<file path="src/shared/spvr_pkg.sv">
package spvr_pkg;

	// ------------------------------------------------------------
	// Register port geometry and offsets
	// ------------------------------------------------------------
	localparam int ADDR_W = 8;
	localparam int DATA_W = 16;
	localparam logic [7:0] OFS_POLICY = 8'h6E;
	localparam logic [7:0] OFS_TAG    = 8'h70;
	localparam logic [7:0] OFS_RATE   = 8'h72;
	localparam logic [7:0] OFS_STATUS = 8'hFE;

	// ------------------------------------------------------------
	// Forwarding policy fields
	// ------------------------------------------------------------
	localparam int BIT_VLAN_FILT  = 14;
	localparam int BIT_NON_PORT_DEFAULT_VLAN_ID   = 13;
	localparam int BIT_FORCE_FC   = 12;
	localparam int BIT_BACK_PRES  = 11;
	localparam int BIT_TX_EN      = 10;
	localparam int BIT_RX_EN      = 9;
	localparam int BIT_LEARN_DIS  = 8;
	localparam int BIT_SNIFF_DEST = 7;
	localparam int BIT_RX_SNIFF   = 6;
	localparam int BIT_TX_SNIFF   = 5;
	localparam int BIT_PRIO_CEIL  = 3;
	localparam int MEMB_LSB       = 0;
	localparam int MEMB_MSB       = 2;
	localparam int PORT_SELF      = 0;	// This port is the first network port

	// ------------------------------------------------------------
	// Default tag and rate option fields
	// ------------------------------------------------------------
	localparam int TAG_PRIO_LSB  = 13;
	localparam int TAG_PRIO_MSB  = 15;
	localparam int TAG_VID_MSB   = 11;
	localparam int RATE_MODE_LSB = 2;
	localparam int RATE_MODE_MSB = 3;
	localparam int BIT_RATE_IFG  = 1;
	localparam int BIT_RATE_PRE  = 0;
	localparam logic [15:0] RATE_RW_MASK = 16'h001F;

	// ------------------------------------------------------------
	// Reset values and byte counts
	// ------------------------------------------------------------
	localparam logic [15:0] POLICY_RST = 16'h0607;
	localparam logic [15:0] TAG_RST    = 16'h0001;
	localparam logic [15:0] RATE_RST   = 16'h0000;
	localparam logic [11:0] IFG_BYTES  = 12'h00C;
	localparam logic [11:0] PRE_BYTES  = 12'h008;

	typedef enum logic [1:0] {
		LIM_ALL   = 2'b00,
		LIM_FLOOD = 2'b01,
		LIM_BCMC  = 2'b10,
		LIM_BC    = 2'b11
	} spvr_limit_e;

endpackage

</file>
<file path="src/logic/spvr_port_policy.sv">
`timescale 1ns/1ns

module spvr_port_policy (
	input	wire logic		sys_clk,	// Core clock, 250 MHz
	input	wire logic		resetn,	// Async reset, active low
	input	wire logic [7:0]	regAddr,	// Register byte offset
	input	wire logic [15:0]	regWrData,	// Write data
	input	wire logic		regWr,	// Write strobe
	input	wire logic		regRd,	// Read strobe
	output	logic [15:0]		regRdData,	// Read data, cycle after strobe
	input	wire logic		anegPause,	// Negotiated flow control result
	input	wire logic		halfDuplex,	// Link is half duplex
	input	wire logic		congested,	// Queue wants back pressure
	output	logic			flowCtrlOn,	// Flow control in effect
	output	logic			backPressOn,	// Back pressure in effect
	input	wire logic		ingValid,	// Ingress frame header present
	input	wire logic		ingTagged,	// Frame carried a tag
	input	wire logic [11:0]	ingVid,	// Frame VID
	input	wire logic [2:0]	ingPrio,	// Frame priority
	input	wire logic [2:0]	ingVlanMembers,	// VLAN table members of VID
	input	wire logic [2:0]	ingDestMask,	// Lookup destination ports
	input	wire logic		ingBcast,	// Broadcast frame
	input	wire logic		ingMcast,	// Multicast frame
	input	wire logic		ingFlood,	// Unknown unicast, flooded
	input	wire logic [10:0]	ingLen,	// Frame length in bytes
	output	logic			ingDone,	// Ingress verdict pulse
	output	logic			ingDrop,	// Frame is discarded
	output	logic [11:0]		ingVidOut,	// Classified VID
	output	logic [2:0]		ingPrioOut,	// Priority after ceiling
	output	logic [2:0]		ingFwdMask,	// Allowed destination ports
	output	logic			ingMonitor,	// Copy to mirror destination
	output	logic			ingLearn,	// Learn source address
	output	logic			ingCounted,	// Frame counts against limit
	output	logic [11:0]		ingRateBytes,	// Bytes charged to rate
	input	wire logic		egValid,	// Egress frame offered
	input	wire logic		egTagged,	// Frame arrived tagged
	input	wire logic		egMonitored,	// Frame is marked monitored
	input	wire logic		egInsertEn,	// Tag insertion active
	input	wire logic [15:0]	egSrcTag,	// Ingress port default tag
	input	wire logic [10:0]	egLen,	// Frame length in bytes
	output	logic			egDone,	// Egress verdict pulse
	output	logic			egSend,	// Frame may be sent
	output	logic			egAddTag,	// Insert a tag
	output	logic [15:0]		egTag,	// Tag to insert
	output	logic			egMirror,	// Copy to mirror destination
	output	logic [11:0]		egRateBytes	// Bytes charged to rate
);

	// ------------------------------------------------------------
	// Reset release
	// ------------------------------------------------------------
	logic	rstSync1_reg;
	logic	rstn;

	// Two stages so the release is clean against sys_clk
	always_ff @(posedge sys_clk or negedge resetn) begin
		if (!resetn) begin
			rstSync1_reg <= 1'h0;
			rstn         <= 1'h0;
		end else begin
			rstSync1_reg <= 1'h1;
			rstn         <= rstSync1_reg;
		end
	end

	// ------------------------------------------------------------
	// Registers
	// ------------------------------------------------------------
	logic [15:0]	policy_reg;
	logic [15:0]	tag_reg;
	logic [15:0]	rate_reg;
	logic [15:0]	dropCnt_reg;
	logic [15:0]	rdData_next;
	logic		wrPolicy;
	logic		wrTag;
	logic		wrRate;

	assign wrPolicy = regWr && (regAddr == spvr_pkg::OFS_POLICY);
	assign wrTag    = regWr && (regAddr == spvr_pkg::OFS_TAG);
	assign wrRate   = regWr && (regAddr == spvr_pkg::OFS_RATE);

	// Reserved bits of the policy register are plain storage
	always_ff @(posedge sys_clk or negedge rstn) begin
		if (!rstn) begin
			policy_reg <= spvr_pkg::POLICY_RST;
		end else if (wrPolicy) begin
			policy_reg <= regWrData;
		end
	end

	// Default tag, whole word
	always_ff @(posedge sys_clk or negedge rstn) begin
		if (!rstn) begin
			tag_reg <= spvr_pkg::TAG_RST;
		end else if (wrTag) begin
			tag_reg <= regWrData;
		end
	end

	// Upper bits are not stored at all, so they cannot read back
	always_ff @(posedge sys_clk or negedge rstn) begin
		if (!rstn) begin
			rate_reg <= spvr_pkg::RATE_RST;
		end else if (wrRate) begin
			rate_reg <= regWrData & spvr_pkg::RATE_RW_MASK;
		end
	end

	// Read mux; unmapped offsets read zero
	always_comb begin
		case (regAddr)
			spvr_pkg::OFS_POLICY: rdData_next = policy_reg;
			spvr_pkg::OFS_TAG:    rdData_next = tag_reg;
			spvr_pkg::OFS_RATE:   rdData_next = rate_reg;
			spvr_pkg::OFS_STATUS: rdData_next = dropCnt_reg;
			default:              rdData_next = 16'h0000;
		endcase
	end

	// Data stands only in the cycle after the strobe
	always_ff @(posedge sys_clk or negedge rstn) begin
		if (!rstn) begin
			regRdData <= 16'h0000;
		end else begin
			regRdData <= regRd ? rdData_next : 16'h0000;
		end
	end

	// ------------------------------------------------------------
	// Field views
	// ------------------------------------------------------------
	logic [2:0]		membership;
	logic [11:0]		portVid;
	logic [2:0]		userPrio;
	spvr_pkg::spvr_limit_e	limMode;
	logic [11:0]		extraBytes;

	assign membership = policy_reg[spvr_pkg::MEMB_MSB:spvr_pkg::MEMB_LSB];
	assign portVid    = tag_reg[spvr_pkg::TAG_VID_MSB:0];
	assign userPrio   = tag_reg[spvr_pkg::TAG_PRIO_MSB:spvr_pkg::TAG_PRIO_LSB];
	assign limMode    = spvr_pkg::spvr_limit_e'(
		rate_reg[spvr_pkg::RATE_MODE_MSB:spvr_pkg::RATE_MODE_LSB]);
	// Overhead bytes shared by ingress and egress rate figures
	assign extraBytes =
		(rate_reg[spvr_pkg::BIT_RATE_IFG] ? spvr_pkg::IFG_BYTES : 12'h000)
		+ (rate_reg[spvr_pkg::BIT_RATE_PRE] ? spvr_pkg::PRE_BYTES : 12'h000);

	// ------------------------------------------------------------
	// Port level controls
	// ------------------------------------------------------------
	always_ff @(posedge sys_clk or negedge rstn) begin
		if (!rstn) begin
			flowCtrlOn <= 1'h0;
		end else begin
			flowCtrlOn <= policy_reg[spvr_pkg::BIT_FORCE_FC] | anegPause;
		end
	end

	// Back pressure is a half-duplex mechanism only
	always_ff @(posedge sys_clk or negedge rstn) begin
		if (!rstn) begin
			backPressOn <= 1'h0;
		end else begin
			backPressOn <= policy_reg[spvr_pkg::BIT_BACK_PRES]
				& halfDuplex & congested;
		end
	end

	// ------------------------------------------------------------
	// Ingress verdict
	// ------------------------------------------------------------
	logic [11:0]	effVid;
	logic [2:0]	basePrio;
	logic		dropVlan;
	logic		dropPvid;
	logic		dropAny;
	logic		counted;
	logic [2:0]	fwdMask;

	// Untagged and null-VID frames take the port default VID
	assign effVid = (!ingTagged || ingVid == 12'h000) ? portVid : ingVid;
	assign basePrio = ingTagged ? ingPrio : userPrio;
	assign dropVlan = policy_reg[spvr_pkg::BIT_VLAN_FILT]
		& ~ingVlanMembers[spvr_pkg::PORT_SELF];
	assign dropPvid = policy_reg[spvr_pkg::BIT_NON_PORT_DEFAULT_VLAN_ID] & (effVid != portVid);
	assign dropAny  = dropVlan | dropPvid | ~policy_reg[spvr_pkg::BIT_RX_EN];

	// Frame class selection for the ingress limiter
	always_comb begin
		case (limMode)
			spvr_pkg::LIM_ALL:   counted = 1'h1;
			spvr_pkg::LIM_FLOOD: counted = ingBcast | ingMcast | ingFlood;
			spvr_pkg::LIM_BCMC:  counted = ingBcast | ingMcast;
			spvr_pkg::LIM_BC:    counted = ingBcast;
			default:             counted = 1'h1;
		endcase
	end

	// One gate per destination port
	for (genvar p = 0; p < 3; p++) begin : g_memb
		assign fwdMask[p] = ingDestMask[p] & membership[p];
	end

	always_ff @(posedge sys_clk or negedge rstn) begin
		if (!rstn) begin
			ingDone <= 1'h0;
			ingDrop <= 1'h0;
		end else begin
			ingDone <= ingValid;
			ingDrop <= ingValid & dropAny;
		end
	end

	// Frame attributes, held until the next frame
	always_ff @(posedge sys_clk or negedge rstn) begin
		if (!rstn) begin
			ingVidOut    <= 12'h000;
			ingPrioOut   <= 3'h0;
			ingFwdMask   <= 3'h0;
			ingMonitor   <= 1'h0;
			ingLearn     <= 1'h0;
			ingCounted   <= 1'h0;
			ingRateBytes <= 12'h000;
		end else if (ingValid) begin
			ingVidOut <= effVid;
			if (policy_reg[spvr_pkg::BIT_PRIO_CEIL] && basePrio > userPrio) begin
				ingPrioOut <= userPrio;
			end else begin
				ingPrioOut <= basePrio;
			end
			ingFwdMask   <= dropAny ? 3'h0 : fwdMask;
			ingMonitor   <= ~dropAny & policy_reg[spvr_pkg::BIT_RX_SNIFF];
			ingLearn     <= ~dropAny & ~policy_reg[spvr_pkg::BIT_LEARN_DIS];
			ingCounted   <= counted;
			ingRateBytes <= 12'(ingLen) + extraBytes;
		end
	end

	// Saturating count of discarded frames, visible to software
	always_ff @(posedge sys_clk or negedge rstn) begin
		if (!rstn) begin
			dropCnt_reg <= 16'h0000;
		end else if (ingValid && dropAny && dropCnt_reg != 16'hFFFF) begin
			dropCnt_reg <= dropCnt_reg + 16'h0001;
		end
	end

	// ------------------------------------------------------------
	// Egress verdict
	// ------------------------------------------------------------
	logic	egOk;

	// A monitored copy only leaves through the mirror destination port
	assign egOk = policy_reg[spvr_pkg::BIT_TX_EN]
		& (~egMonitored | policy_reg[spvr_pkg::BIT_SNIFF_DEST]);

	always_ff @(posedge sys_clk or negedge rstn) begin
		if (!rstn) begin
			egDone <= 1'h0;
			egSend <= 1'h0;
		end else begin
			egDone <= egValid;
			egSend <= egValid & egOk;
		end
	end

	// Tag, mirror and byte charge, held until the next frame
	always_ff @(posedge sys_clk or negedge rstn) begin
		if (!rstn) begin
			egAddTag    <= 1'h0;
			egTag       <= 16'h0000;
			egMirror    <= 1'h0;
			egRateBytes <= 12'h000;
		end else if (egValid) begin
			egAddTag    <= egInsertEn & ~egTagged;
			egTag       <= egSrcTag;
			egMirror    <= egOk & policy_reg[spvr_pkg::BIT_TX_SNIFF];
			egRateBytes <= 12'(egLen) + extraBytes;
		end
	end
endmodule // spvr_port_policy

</file>
<file path="config.mk">
export PLATFORM = sky130hd
export DESIGN_NAME = spvr_port_policy
export DESIGN_NICKNAME = d
export VERILOG_FILES = /design/src/shared/spvr_pkg.sv /design/src/logic/spvr_port_policy.sv
export SDC_FILE = /design/constraint.sdc
export NUM_CORES = 1
export LEC_CHECK = 0
export BUFFER_PORTS_ARGS = -buffer_cell sky130_fd_sc_hd__buf_4
export CELL_PAD_IN_SITES_DETAIL_PLACEMENT = 1
export CELL_PAD_IN_SITES_GLOBAL_PLACEMENT = 2
export CORE_ASPECT_RATIO = 0.8
export CORE_UTILIZATION = 30
export CTS_CLUSTER_DIAMETER = 150
export DETAILED_ROUTE_END_ITERATION = 8
export GPL_TIMING_DRIVEN = 0
export HOLD_SLACK_MARGIN = 0.08
export PLACE_DENSITY = 0.85
export SLEW_MARGIN = 20
export SYNTH_ARGS = -nofsm -noshare
export SYNTH_HDL_FRONTEND = slang
export SYNTH_SLANG_ARGS = --single-unit
</file>
<file path="constraint.sdc">
create_clock -name sys_clk -period 4.3 [get_ports sys_clk]
set_clock_uncertainty 0.1 [all_clocks]
set_input_delay 0.215 -clock sys_clk [delete_from_list [all_inputs] [get_ports sys_clk]]
set_output_delay 0.215 -clock sys_clk [all_outputs]
set_load 0.05 [all_outputs]
</file>
==> impl_results.md <==
* Outcome: finished, final reports clean
* Mapped Cells at between 500 and 600
* Yosys warnings at 0
* Vias in the first global route at 5749
* CTS tree: built
* Hold_ws at approximately 0.079 ns
* # diodes at 0
* HPWL after DPL at ~15 mm
* Footprint of the multi-input gates at about 0.0027 mm2
* Layout cells sized above 1 at 35.2%
* Relative slew margins at 27.8%
* Slew @ Worst Pin at roughly 1.1 ns
* Via density at slightly below 5
* Initial DRT Pass Iterations at 4
* Hold Path Cell Cnt at 3
* Worst R2R Setup Slack at approximately 1.8 ns
* Gr ovfl total at 0
* Hold Startpoint: ingLen[7]
* Critical path class: flip-flop to flip-flop
* Setup WS post-layout at 1.78 ns
* CP required at 4.47 ns
* Clock root buffer: clkbuf_16
* Post-Syn Area per Cell at 11.7 um2
* Final wirelength at 20.4 mm
* Die area at around 0.022 mm2
* RSZ-0062 raised after global routing: false
* Pre-CTS setup slack at 1.83 ns
* Total power at approximately 3.8 mW
* Initial antenna violation count at 0
* PortBufs at 181
* Max-Cap Viols at 0
* Post-Synthesis Net Count at 656
* Area growth from synthesis to layout at 48.7%
* Cell Area, Synth at about 0.0064 mm2
* Post-Place Cells at 996
* Seq. cell area at 0.00351 mm2
* Max-slew violations at 0
* Share of the yosys chip area belonging to registers at between 50% and 60%
* Initial Util at a little under a third
* Io pins at between 150 and 200
* PwrDens at between 300 and 400 mW/mm2
* WL/cell at ~18 um
* First-pass GRT wire length at approximately 32 mm
* Worst path slowest cell: dfrtp_1
* Hold_buf cts at 73
* Worst hold endpoint: ingRateBytes[7]
* Worst-Skew Late Latency at just over 0.4 ns
* Num rows at 47
* Final ANT Viol Nets at 0
* CP top delay family: adder cells
* Die Y at between 100 and 150 um
* Final Non-Filler Cells at roughly 1100
* CP cell instances: ha_1 > ha_1 > a21o_1 > a21oi_1 > nor2b_1 > nand4_1 > xor2_1 > a21oi_1
* Min-Delay Path Class: primary input to flip-flop
* WP data arrival at approximately 2.7 ns
* Drc violations at 0
* Final worst-path cycle share at ~59%
* Reg2reg end: ingRateBytes[9]
* Fin util at between 40% and 50%
* Most frequent cells in the layout: buf_4, dfrtp_1, dlygate4sd3_1
* Fillers at 2300
* Fmax achieved at about 400 MHz
* Num CTS Buffers at 17
* DR vias at 5303
* Final setup vio count at 0
* Synth cell types at 44
* Placeable core area at between 0.02 and 0.025 mm2
* Largest net degree at the start of global routing at 51
* Most common cell after layout, fill and taps aside: buf_4
* CTS resizes at 0
* CTS H-Tree Depth at 4
* Setup_tns at 0 ns
* Crit path time final at about 2.5 ns
* Hold Fails Final Rpt at 0
* Die width at around 160 um
* CP Launch Type: flip-flop
* Worst path bufs/invs at 0
* TritonCTS Sinks at 140
* Starting DRC count in detailed routing at between 200 and 300
* Placed inst area at 0.00814 mm2
* GP Congestion at ~0.84
* Worst vdd ir at approximately 0.23 mV
* Clk pin slew, worst setup/hold paths at about 0.060 ns
* GR Util All Layers at roughly a fifth
* CP max stage delay at ~0.47 ns
* Post-route cell area at 0.00948 mm2
* Clk buf depth at 2
* R2R cell count at 8
* Leak at about 4.4 nW
* Nets at about 930
* FF+latch count, synth at between 100 and 150
* CP max FO at 5
* CP endpoint kind: flip-flop
* Postcts setup bufs at 0
* FF-to-FF Start: rate_reg[1]
worst min-delay path, stage by stage:
cell and delay, ns:
buf_4 0.11, xor2_1 0.07, a21oi_1 0.15
where the power goes:
part	leakage, nW	switching, mW	internal [mW]	total [mW]
clock	0.295	0.573	0.965	1.54
combinational	2.30	0.411	0.306	0.717
sequential	1.76	0.110	1.42	1.53
worst max-delay path by stage:
| stage | startpoint | end | slack, ns | depth (start not counted) |
|---|---|---|---|---|
| after floorplan | rstn | backPressOn | 0.02 | 0 |
| after global routing | rate_reg[1] | ingRateBytes[9] | 1.63 | 8 |
| after global placement | rstn | regRdData[13] | -1.86 | 0 |
| after detailed placement | rate_reg[1] | ingRateBytes[9] | 1.83 | 8 |
| after CTS | rate_reg[1] | ingRateBytes[9] | 1.81 | 8 |
| final | rate_reg[1] | ingRateBytes[9] | 1.78 | 8 |
logic make-up (layout without fill, tap and decap cells):
logic type,after synthesis,after routing,share of synthesized area [%]
xor gates and xnor gates,41,41,5.75
AOI/OAI and AO/OA,92,92,9.58
DFF,140,140,55.1
and+or+nand+nor,146,146,11.1
buffers and inverters,33,321,2.22
muxes,78,78,13.5
other,1,1,0.0588
adders and majority gates,13,13,2.79
synthesized netlist by cell type:
master / count / area [um2]
a21o_1: 4 / 30.0
mux2_2: 63 / 709
buf_1: 1 / 3.75
buf_2: 2 / 10.0
and4_1: 1 / 8.76
or2_1: 1 / 6.26
clkbuf_1: 17 / 63.8
or4b_4: 1 / 13.8
or3_1: 1 / 6.26
nor3_2: 1 / 10.0
a22oi_1: 14 / 105
nor3_1: 5 / 25.0
xnor2_2: 1 / 16.3
nand2b_1: 1 / 6.26
xor2_1: 13 / 114
fa_1: 2 / 40.0
or2_2: 1 / 6.26
o211ai_2: 1 / 12.5
nor4b_1: 2 / 17.5
a21oi_1: 34 / 170
nand3b_1: 3 / 22.5
nor4_1: 5 / 31.3
nand2_1: 32 / 120
and2_1: 2 / 12.5
nor2_4: 1 / 11.3
nand3_1: 15 / 75.1
dfstp_2: 6 / 158
o21ai_0: 13 / 65.1
nor2_1: 54 / 203
or4_4: 1 / 11.3
nand4_1: 12 / 75.1
and3_1: 4 / 25.0
o2bb2ai_1: 5 / 43.8
buf_6: 2 / 22.5
mux2i_1: 15 / 150
xnor2_1: 27 / 236
a31oi_1: 1 / 6.26
a22o_1: 18 / 158
conb_1: 1 / 3.75
nor2b_1: 3 / 18.8
dfrtp_1: 134 / 3350
a222oi_1: 2 / 20.0
inv_1: 11 / 41.3
ha_1: 11 / 138
routing by layer:
metal	up-vias	track usage, %	wire, um
met5	-	0	0
met4	0	4.94	206
met3	14	3.55	849
met2	137	30.5	9540
met1	2666	27.0	9770
li1	2486	-	-
area by class of cell:
type                       count  area share [%]
buffer                        22            1.06
clock buffer                  24            5.08
clock inverter                 8            1.40
inverter                      11           0.436
multi-input combinational    371            28.8
sequential                   140            37.1
tap                          269            3.55
timing repair buffer         256            22.6
Note: power is estimated with default switching activity, not from simulation.
